## config.mk

```make
export PLATFORM = sky130hd
export DESIGN_NAME = ebu_ctrl
export DESIGN_NICKNAME = d
export VERILOG_FILES = /design/src/rtl/ebu_pkg.sv /design/src/rtl/ebu_ctrl.sv
export SDC_FILE = /design/constraint.sdc
export NUM_CORES = 1
export LEC_CHECK = 0
export BUFFER_PORTS_ARGS = -buffer_cell sky130_fd_sc_hd__buf_2
export CAP_MARGIN = 15
export CELL_PAD_IN_SITES_DETAIL_PLACEMENT = 1
export CELL_PAD_IN_SITES_GLOBAL_PLACEMENT = 2
export CORE_AREA = 2 2 139 195
export CTS_CLUSTER_DIAMETER = 30
export DETAILED_ROUTE_END_ITERATION = 12
export DIE_AREA = 0 0 141 197
export GPL_TIMING_DRIVEN = 0
export PLACE_DENSITY = 0.91
export SLEW_MARGIN = 25
export SYNTH_ARGS = -nofsm -noshare
export SYNTH_HDL_FRONTEND = slang
export SYNTH_SLANG_ARGS = --single-unit
```

## constraint.sdc

```tcl
create_clock -name mclk_i -period 4.8 [get_ports mclk_i]
set_input_delay 0.48 -clock mclk_i [delete_from_list [all_inputs] [get_ports mclk_i]]
set_output_delay 0.48 -clock mclk_i [all_outputs]
set_load 0.005 [all_outputs]
```

## src/rtl/ebu_pkg.sv

```systemverilog
package ebu_pkg;

	// address and data widths
	localparam int ADDR_W = 22;
	localparam int DATA_W = 16;
	localparam int HALF_W = 8;
	localparam int NWIN   = 4;
	localparam int NCS    = 4;
	localparam int UPPER_W = 6;

	// bus modes: single chip plus four external bus modes
	typedef enum logic [2:0] {
		EBU_MODE_SINGLE   = 3'h0,
		EBU_MODE_DEMUX16  = 3'h1,
		EBU_MODE_MUX16    = 3'h2,
		EBU_MODE_MUX8     = 3'h3,
		EBU_MODE_DEMUX8   = 3'h4
	} ebu_mode_t;

	// address space restriction
	typedef enum logic [1:0] {
		EBU_SPACE_4M   = 2'h0,
		EBU_SPACE_1M   = 2'h1,
		EBU_SPACE_256K = 2'h2,
		EBU_SPACE_64K  = 2'h3
	} ebu_space_t;

	// number of upper address lines per space setting
	localparam logic [2:0] UPPER_4M   = 3'h6;
	localparam logic [2:0] UPPER_1M   = 3'h4;
	localparam logic [2:0] UPPER_256K = 3'h2;
	localparam logic [2:0] UPPER_64K  = 3'h0;
	localparam int UPPER_LSB = 16;

	// bus configuration: mode plus four timing fields, in cycles
	typedef struct packed {
		ebu_mode_t  mode;
		logic [3:0] wait_cyc;    // memory cycle time
		logic [1:0] tri_cyc;     // data tri-state time
		logic [1:0] ale_cyc;     // address latch pulse length
		logic [1:0] strobe_dly;  // read/write strobe delay
	} ebu_cfg_t;

	// address window: base and size mask on the upper 12 address bits
	localparam int WIN_LSB = 10;
	localparam int WIN_W   = 12;
	typedef struct packed {
		logic              enable;
		logic [WIN_W-1:0]  base;
		logic [WIN_W-1:0]  mask;   // set bits are compared
	} ebu_win_t;

	// request from the core
	typedef struct packed {
		logic              valid;
		logic              write;
		logic              fetch;
		logic [1:0]        be;     // byte enables, bit 0 is low byte
		logic [ADDR_W-1:0] addr;
		logic [DATA_W-1:0] wdata;
	} ebu_req_t;

	// system configuration bits
	typedef struct packed {
		logic       low_byte_store_mode;  // store strobe select bit
		logic       unlatched_select_bit; // chip select mode
		ebu_space_t space;
	} ebu_sys_t;

	// reset values
	localparam logic [1:0]  BE_NONE   = 2'h0;
	localparam logic [3:0]  CNT_ONE   = 4'h1;
	localparam logic [3:0]  CNT_ZERO  = 4'h0;
	localparam logic [NCS-1:0] CS_IDLE = 4'hf;

endpackage : ebu_pkg

```

## src/rtl/ebu_ctrl.sv

```systemverilog
`timescale 1ns/1ns
`default_nettype none

// Function
// read strobe active for every external fetch or data read
// plain store mode pulses store strobe on every external write
// low-byte mode strobes only low-byte writes on 16-bit, all on 8-bit
// multiplexed modes emit an address latch pulse
// external fetch select sampled at reset; low means fetch externally
// primary pins have per-bit direction; input bits are not driven; applied only while idle, bus cycles drive the pins per mode
// demultiplexed: address on secondary pins, data on primary pins
// multiplexed: primary pins share address and data per width
// single chip mode or four external bus modes with 16-22 address bits
// wait states, tri-state, latch pulse and strobe delay are programmable
// four address windows each with range and bus configuration
// window four beats three, window two beats one
// accesses outside all windows use the default configuration
// four chip selects: three windows plus default region
// unlatched mode decodes chip selects directly from the current address
// upper address pins output six, four, two or no lines
// chip selects active low, stable through the cycle when latched
module ebu_ctrl (
	// clock and reset
	input  wire logic                      mclk_i,
	input  wire logic                      rst_n_i,
	// configuration
	input  wire ebu_pkg::ebu_sys_t         sys_i,
	input  wire ebu_pkg::ebu_cfg_t         default_bus_config_i,
	input  wire ebu_pkg::ebu_cfg_t [3:0]   window_bus_config_i,
	input  wire ebu_pkg::ebu_win_t [3:0]   window_range_i,
	input  wire logic [15:0]               port_dir_i,
	input  wire logic [15:0]               port_out_i,
	input  wire logic                      external_fetch_select_n_i,
	// core request
	input  wire ebu_pkg::ebu_req_t         req_i,
	output logic                           req_ready_o,
	output logic                           rvalid_o,
	output logic [15:0]                    rdata_o,
	output logic                           fetch_external_o,
	// external pins
	input  wire logic [15:0]               primary_bus_pins_i,
	output logic [15:0]                    primary_bus_pins_o,
	output logic [15:0]                    primary_bus_pins_oe_o,
	output logic [15:0]                    secondary_address_pins_o,
	output logic [5:0]                     upper_address_o,
	output logic                           read_strobe_n_o,
	output logic                           store_strobe_n_o,
	output logic                           addr_latch_o,
	output logic [3:0]                     chip_select_n_o
);

	typedef enum logic [2:0] {
		ST_IDLE   = 3'h0,
		ST_ALE    = 3'h1,
		ST_DELAY  = 3'h2,
		ST_STROBE = 3'h3,
		ST_TRI    = 3'h4
	} ebu_state_t;

	ebu_state_t         state;
	ebu_state_t         next_state;
	ebu_pkg::ebu_req_t  cur;
	ebu_pkg::ebu_cfg_t  cfg;
	ebu_pkg::ebu_cfg_t  sel_cfg;
	logic [3:0]         sel_cs_n;
	logic [3:0]         cnt;
	logic [3:0]         next_cnt;
	logic [3:0]         win_hit;
	logic               mux_mode;
	logic               wide;
	logic               start;
	logic               strap_caught;
	ebu_pkg::ebu_req_t  live_req;
	ebu_pkg::ebu_cfg_t  live_cfg;

	// window match per window, one comparator each
	genvar gi;
	generate
		for (gi = 0; gi < ebu_pkg::NWIN; gi++) begin : g_win
			assign win_hit[gi] = window_range_i[gi].enable &&
				(((req_i.addr[ebu_pkg::ADDR_W-1:ebu_pkg::WIN_LSB] ^ window_range_i[gi].base)
				& window_range_i[gi].mask) == '0);
		end
	endgenerate

	// priority decode; one chain, window four checked first, then three, two and one
	always_comb begin
		sel_cfg  = default_bus_config_i;
		sel_cs_n = 4'h7;                 // default region select
		if (win_hit[3]) begin
			sel_cfg  = window_bus_config_i[3];
			sel_cs_n = 4'hb;
		end else if (win_hit[2]) begin
			sel_cfg  = window_bus_config_i[2];
			sel_cs_n = 4'hb;                   // window three shares the third select
		end else if (win_hit[1]) begin
			sel_cfg  = window_bus_config_i[1];
			sel_cs_n = 4'hd;
		end else if (win_hit[0]) begin
			sel_cfg  = window_bus_config_i[0];
			sel_cs_n = 4'he;
		end
	end

	assign start    = req_i.valid && (state == ST_IDLE) &&
		(sel_cfg.mode != ebu_pkg::EBU_MODE_SINGLE);
	// the cycle just starting uses the live request, later phases the held copy
	assign live_req = start ? req_i : cur;
	assign live_cfg = start ? sel_cfg : cfg;
	assign mux_mode = (live_cfg.mode == ebu_pkg::EBU_MODE_MUX16) ||
		(live_cfg.mode == ebu_pkg::EBU_MODE_MUX8);
	assign wide     = (live_cfg.mode == ebu_pkg::EBU_MODE_MUX16) ||
		(live_cfg.mode == ebu_pkg::EBU_MODE_DEMUX16);

	// strap caught at the first clock after reset release, held thereafter
	always_ff @(posedge mclk_i) begin
		if (!rst_n_i) begin
			strap_caught     <= 1'b0;
			fetch_external_o <= 1'b0;
		end else if (!strap_caught) begin
			strap_caught     <= 1'b1;
			fetch_external_o <= !external_fetch_select_n_i;
		end
	end

	// next-state logic; counters load timing fields per phase
	always_comb begin
		next_state = state;
		next_cnt   = cnt;
		case (state)
			ST_IDLE: begin
				if (start) begin
					next_state = ST_ALE;
					next_cnt   = {2'h0, sel_cfg.ale_cyc};
				end
			end
			ST_ALE: begin
				if (cnt == ebu_pkg::CNT_ZERO) begin
					next_state = ST_DELAY;
					next_cnt   = {2'h0, cfg.strobe_dly};
				end else begin
					next_cnt = cnt - ebu_pkg::CNT_ONE;
				end
			end
			ST_DELAY: begin
				if (cnt == ebu_pkg::CNT_ZERO) begin
					next_state = ST_STROBE;
					next_cnt   = cfg.wait_cyc;
				end else begin
					next_cnt = cnt - ebu_pkg::CNT_ONE;
				end
			end
			ST_STROBE: begin
				if (cnt == ebu_pkg::CNT_ZERO) begin
					next_state = ST_TRI;
					next_cnt   = {2'h0, cfg.tri_cyc};
				end else begin
					next_cnt = cnt - ebu_pkg::CNT_ONE;
				end
			end
			ST_TRI: begin
				if (cnt == ebu_pkg::CNT_ZERO) begin
					next_state = ST_IDLE;
				end else begin
					next_cnt = cnt - ebu_pkg::CNT_ONE;
				end
			end
			default: begin
				next_state = ST_IDLE;
				next_cnt   = ebu_pkg::CNT_ZERO;
			end
		endcase
	end

	// sequencer state
	always_ff @(posedge mclk_i) begin
		if (!rst_n_i) begin
			state <= ST_IDLE;
			cnt   <= ebu_pkg::CNT_ZERO;
		end else begin
			state <= next_state;
			cnt   <= next_cnt;
		end
	end

	// request and configuration captured at start, held for the whole cycle
	always_ff @(posedge mclk_i) begin
		if (!rst_n_i) begin
			cur <= '0;
			cfg <= '0;
		end else if (start) begin
			cur <= req_i;
			cfg <= sel_cfg;
		end
	end

	// ready only in idle: the core waits through the whole bus cycle
	always_ff @(posedge mclk_i) begin
		if (!rst_n_i) begin
			req_ready_o <= 1'b0;
		end else begin
			req_ready_o <= (next_state == ST_IDLE) && !start;
		end
	end

	// read data captured as the strobe ends
	always_ff @(posedge mclk_i) begin
		if (!rst_n_i) begin
			rvalid_o <= 1'b0;
			rdata_o  <= '0;
		end else begin
			rvalid_o <= 1'b0;
			if (state == ST_STROBE && cnt == ebu_pkg::CNT_ZERO && !cur.write) begin
				rvalid_o <= 1'b1;
				rdata_o  <= wide ? primary_bus_pins_i :
					{8'h00, primary_bus_pins_i[ebu_pkg::HALF_W-1:0]};
			end
		end
	end

	// strobes and latch pulse
	always_ff @(posedge mclk_i) begin
		if (!rst_n_i) begin
			read_strobe_n_o  <= 1'b1;
			store_strobe_n_o <= 1'b1;
			addr_latch_o     <= 1'b0;
		end else begin
			addr_latch_o    <= (next_state == ST_ALE) && mux_mode;
			read_strobe_n_o <= !((next_state == ST_STROBE) && !live_req.write);
			// low-byte mode needs the low byte on a wide bus
			store_strobe_n_o <= !((next_state == ST_STROBE) && live_req.write &&
				(!sys_i.low_byte_store_mode || !wide || live_req.be[0]));
		end
	end

	// chip selects: latched per cycle, or straight from the live address
	always_ff @(posedge mclk_i) begin
		if (!rst_n_i) begin
			chip_select_n_o <= ebu_pkg::CS_IDLE;
		end else if (sys_i.unlatched_select_bit) begin
			chip_select_n_o <= req_i.valid ? sel_cs_n : ebu_pkg::CS_IDLE;
		end else if (start) begin
			chip_select_n_o <= sel_cs_n;
		end else if (next_state == ST_IDLE) begin
			chip_select_n_o <= ebu_pkg::CS_IDLE;
		end
	end

	// pin drive: address phase, then data phase; port logic when idle
	always_ff @(posedge mclk_i) begin
		if (!rst_n_i) begin
			primary_bus_pins_o       <= '0;
			primary_bus_pins_oe_o    <= '0;
			secondary_address_pins_o <= '0;
			upper_address_o          <= '0;
		end else if (next_state == ST_IDLE) begin
			primary_bus_pins_o    <= port_out_i;
			primary_bus_pins_oe_o <= port_dir_i; // input bits left undriven
		end else begin
			secondary_address_pins_o <= mux_mode ? '0 : live_req.addr[15:0];
			for (int i = 0; i < ebu_pkg::UPPER_W; i++) begin
				upper_address_o[i] <= (3'(i) < upper_lines()) &&
					live_req.addr[ebu_pkg::UPPER_LSB + i];
			end
			if (mux_mode && next_state == ST_ALE) begin
				primary_bus_pins_o    <= live_req.addr[15:0];
				primary_bus_pins_oe_o <= 16'hffff;
			end else if (mux_mode && !wide) begin
				primary_bus_pins_o    <= {live_req.addr[15:8], live_req.wdata[7:0]};
				primary_bus_pins_oe_o <= {8'hff, {8{live_req.write && next_state == ST_STROBE}}};
			end else begin
				primary_bus_pins_o    <= wide ? live_req.wdata :
					{8'h00, live_req.wdata[7:0]};
				primary_bus_pins_oe_o <= {{8{live_req.write && wide && next_state == ST_STROBE}},
					{8{live_req.write && next_state == ST_STROBE}}};
			end
		end
	end

	function automatic logic [2:0] upper_lines();
		case (sys_i.space)
			ebu_pkg::EBU_SPACE_1M:   upper_lines = ebu_pkg::UPPER_1M;
			ebu_pkg::EBU_SPACE_256K: upper_lines = ebu_pkg::UPPER_256K;
			ebu_pkg::EBU_SPACE_64K:  upper_lines = ebu_pkg::UPPER_64K;
			default:                 upper_lines = ebu_pkg::UPPER_4M;
		endcase
	endfunction : upper_lines

	// a read strobe is never seen on a write cycle
	property p_rd_not_write;
		@(posedge mclk_i) disable iff (!rst_n_i)
		(state == ST_STROBE && cur.write) |-> read_strobe_n_o;
	endproperty
	a_rd_not_write: assert property (p_rd_not_write) else $error("read strobe on write");

	// plain store mode: every write cycle shows the store strobe
	property p_store_plain;
		@(posedge mclk_i) disable iff (!rst_n_i)
		(state == ST_STROBE && cur.write && !sys_i.low_byte_store_mode) |-> !store_strobe_n_o;
	endproperty
	a_store_plain: assert property (p_store_plain) else $error("missing store strobe");

	// low-byte mode on a wide bus: high-byte-only writes give no strobe
	property p_store_low;
		@(posedge mclk_i) disable iff (!rst_n_i)
		(state == ST_STROBE && sys_i.low_byte_store_mode && wide && !cur.be[0]) |->
			store_strobe_n_o;
	endproperty
	a_store_low: assert property (p_store_low) else $error("store strobe on high byte");

	// latch pulse only in multiplexed modes
	property p_ale_mux;
		@(posedge mclk_i) disable iff (!rst_n_i)
		addr_latch_o |-> mux_mode;
	endproperty
	a_ale_mux: assert property (p_ale_mux) else $error("latch pulse in demux mode");

	// input-direction bits are undriven while idle
	property p_dir_idle;
		@(posedge mclk_i) disable iff (!rst_n_i)
		(state == ST_IDLE && $past(state) == ST_IDLE && $stable(port_dir_i)) |->
			((primary_bus_pins_oe_o & ~port_dir_i) == '0);
	endproperty
	a_dir_idle: assert property (p_dir_idle) else $error("input bit driven");

	// single chip mode starts no cycle
	property p_single;
		@(posedge mclk_i) disable iff (!rst_n_i)
		(state == ST_IDLE && sel_cfg.mode == ebu_pkg::EBU_MODE_SINGLE) |=> state == ST_IDLE;
	endproperty
	a_single: assert property (p_single) else $error("cycle in single chip mode");

	// a latched select holds during the cycle
	property p_cs_stable;
		@(posedge mclk_i) disable iff (!rst_n_i)
		(!sys_i.unlatched_select_bit && state != ST_IDLE && next_state != ST_IDLE &&
			$stable(sys_i)) |=> $stable(chip_select_n_o);
	endproperty
	a_cs_stable: assert property (p_cs_stable) else $error("chip select moved");

	// in 64K space every upper line stays low
	property p_upper;
		@(posedge mclk_i) disable iff (!rst_n_i)
		(sys_i.space == ebu_pkg::EBU_SPACE_64K && $stable(sys_i)) |=> upper_address_o == '0;
	endproperty
	a_upper: assert property (p_upper) else $error("upper lines in 64K space");

endmodule : ebu_ctrl

`default_nettype wire

```

==> run summary <==
startpoint types: input pin
drt drc: 0
buffer and inverter count on the worst path: 2
number of hold violations in the final report: 0
post-route met1 wirelength: 11260 microns
count of maximum capacitance violations: 0
number of CTS-inserted buffers: 17
actual slew at the worst max-slew pin: 0.8364 ns
Required @ worst endpoint: 5.13 ns
critical path fanouts, max: 10
portion of netlist area occupied by mux cells: 4.405%
Die Area: 27780 sq um
Simple-Gate Fraction of Synth Area: 19.56%
synthesized instance count: 814
status: finished, final reports clean
Data arrival, critical path: 4.61 ns
class of the most critical hold timing path: input pin to flip-flop
metal2 WL: 15730 microns
part of the cycle the worst path needs: 89.07%
utilization after layout: 36.63%
portion of the post-synthesis area used by sequential elements: 40.31%
Max Root-Sink Buffers: 2
Avg Cell Area, Syn: 8.480 sq um
violation count after the first detailed-route iteration: 230
global-route wire length before repair: 44840 microns
clock root buffer master: clkbuf_16
Congestion Overflow GR: 0
worst ir drop on vdd: 362.2 uV
final WL: 29540 microns
worst max-slew margin expressed relative to the limit: 43.81%
Post-Synthesis Cell Area: 6903 sq um
placed wire-length estimate after detailed placement: 24220 microns
Fin Setup TNS: 0 ns
post-placement setup slack: 0.1268 ns
register bit total from synthesis: 139
# setup viols final: 0
critical path start-end classification: input pin to flip-flop
detailed-route vias per instance: 5.029
FILL cells: 3220
number of vias in the routed layout: 7549
Core Footprint: 26010 sq um
final critical-path setup slack: 0.5247 ns
number of nets with antenna violations after routing: 0
routability congestion estimate from global placement: 0.9054
post-synthesis to final-layout area growth: 38.05%
ratio of cells with drive above 1 in the final layout: 34.41%
clock skew after layout: 0.009746 ns
vias in the first global route: 8076
power per standard cell area: 509.5 nW/um^2
number of clock sinks: 139
largest net degree at the start of global routing: 17
CTS H-tree depth: 4
worst path cell trace: buf_2 > xor2_1 > a222oi_1 > nand3_1 > or3_1 > a31oi_2 > a21boi_1 > clkbuf_1 > o31a_1 > o31ai_1 > nand4_1 > o221ai_1
total nets after synthesis: 1079
count of instances resized after the clock tree is built: 0
die width: 141 microns
top layer used by detailed routing: met5
max frequency: 233.9 MHz
clock insertion delay at the later pin of the skew report: 0.43 ns
delay contributed by the slowest stage of the critical path: 0.60 ns
proportion of register bits with asynchronous set or reset after synthesis: 0%
time the worst path needs with I/O delays and setup: 4.275 ns
Std-Cell Rows: 70
clock-pin slew of the registers on the worst-case setup and hold paths: 0.07 ns
buffer count from post-CTS setup fixing: 0
number of optimization iterations in the first detailed-route pass: 5
IO Pins: 343
Total Routing Usage GR: 21.11%
area share of fa/ha/maj cells after synthesis: 0.3625%
complex-gate fraction of the synthesized area: 24.18%
synthesized-area fraction occupied by xor and xnor cells: 6.344%
height of the chip: 197 microns
starting density of the core: 26.54%
number of distinct library cell variants in the gate-level netlist after synthesis: 72
Critical-path top delay cell: a222oi_1
hold buffer count at cts: 0
highest-count cells in the layout ignoring fill and taps: buf_2 (346), dfxtp_1 (139), nand2_1 (102), nor2_1 (82), a21oi_1 (58)
standby leakage power: 4.477 nW
most common cell after layout, fill and taps aside: buf_2
detailed-routed wire length on met3: 1522 microns
Final nets: 1426
TritonCTS clock tree: done
RSZ-0062 raised after global routing: no
instance area after placement: 8955 sq um
routed wire length per instance: 19.68 microns
Primary FF master, synth: dfxtp_1
kind of cell adding the most delay to the critical path: compound AO/OA/AOI/OAI gates
endpoint kind of the worst setup timing path: flip-flop
dominant combinational cell family by area after synthesis: compound AO/OA/AOI/OAI gates
number of port buffers: 328
number of max-slew violations in the final report: 0
total power: 0.004856 W
antenna violations before repair: 5
count of yosys warnings during synthesis: 0
count of flip-flops with a built-in enable after synthesis: 0
final std cell area, no fill: 9529 sq um
Yosys cell counts, types with 6 or more instances:
| cell type | instances | area (sq um) |
|---|---|---|
| dfxtp_1 | 139 | 2783 |
| nand2_1 | 102 | 382.9 |
| nor2_1 | 82 | 307.8 |
| a21oi_1 | 58 | 290.3 |
| xor2_1 | 49 | 429.2 |
| clkbuf_1 | 32 | 120.1 |
| nand3_1 | 31 | 155.2 |
| mux2i_1 | 29 | 290.3 |
| o21ai_0 | 28 | 140.1 |
| a211oi_1 | 20 | 150.1 |
| a22o_1 | 19 | 166.4 |
| buf_2 | 18 | 90.09 |
| a22oi_1 | 17 | 127.6 |
| nand4_1 | 17 | 106.4 |
| and2_1 | 14 | 87.58 |
| nor3_1 | 13 | 65.06 |
| inv_1 | 12 | 45.04 |
| a21o_1 | 10 | 75.07 |
| o31ai_1 | 10 | 75.07 |
| o21ai_1 | 9 | 45.04 |
| o211a_1 | 8 | 80.08 |
| o221ai_1 | 8 | 70.07 |
| a32o_1 | 6 | 60.06 |
| and3_1 | 6 | 37.54 |
metrics by stage:
step | hold WS (ns) | cells
final | 0.2399 | 1501
after detailed placement | 0.4270 | 1466
after global placement | 0.4200 | 1466
after CTS | 0.2247 | 1498
after floorplan | 0.4344 | 814
after global routing | 0.2326 | 1501
logic make-up (layout without fill, tap and decap cells):
group                    Yosys count  count (layout)
AO/OA/AOI/OAI                    229             229
XOR/XNOR                          50              50
adder cells (fa/ha/maj)            2               2
buffers and inverters             73             433
flip-flops                       139             139
multiplexers                      30              30
other                              0               3
AND/OR/NAND/NOR                  291             291
report_power, final:
group	switching, W	total, W	leakage (nW)	internal (W)
clock	0.000595	0.00128	0.284	0.000689
sequential	0.000118	0.00158	1.14	0.00146
combinational	0.00125	0.00200	3.05	0.000749
registers in the layout (all words and copies together) (netlist names):
| register | count |
|---|---|
| addr_latch_o | 1 |
| cfg | 11 |
| chip_select_n_o | 4 |
| cnt | 4 |
| cur | 40 |
| fetch_external_o | 1 |
| primary_bus_pins_o | 16 |
| primary_bus_pins_oe_o | 16 |
| rdata_o | 16 |
| read_strobe_n_o | 1 |
| req_ready_o | 1 |
| rvalid_o | 1 |
| secondary_address_pins_o | 16 |
| state | 3 |
| store_strobe_n_o | 1 |
| strap_caught | 1 |
| upper_address_o | 6 |
final timing paths:
path	start	endpoint	slack, ns	depth (start not counted)
max	req_i[26]	primary_bus_pins_o[14]$_SDFF_PN0_	0.52	12
min	port_dir_i[3]	primary_bus_pins_oe_o[3]$_SDFF_PN0_	0.24	2
max reg2reg	state[2]$_SDFF_PN0_	primary_bus_pins_o[14]$_SDFF_PN0_	1.14	10
min reg2reg	rdata_o[10]$_SDFFE_PN0P_	rdata_o[10]$_SDFFE_PN0P_	0.43	2
layer usage:
| metal | up-vias | GRT usage [%] |
|---|---|---|
| met5 | - | 0 |
| met1 | 3596 | 22.51 |
| met3 | 59 | 4.568 |
| li1 | 3629 | - |
| met2 | 261 | 39.84 |
| met4 | 4 | 8.815 |
layout make-up:
cell class / count / area [sq um] / share of cell area [%]
multi-input combinational: 602 / 3791 / 39.78
sequential: 139 / 2783 / 29.20
timing repair buffer: 328 / 1642 / 17.23
clock buffer: 17 / 425.4 / 4.464
tap: 324 / 405.4 / 4.254
buffer: 61 / 289.0 / 3.033
clock inverter: 15 / 141.4 / 1.484
inverter: 12 / 45.04 / 0.4727
antenna: 3 / 7.507 / 0.07878
No activity file was read; power rests on OpenSTA's default activity.
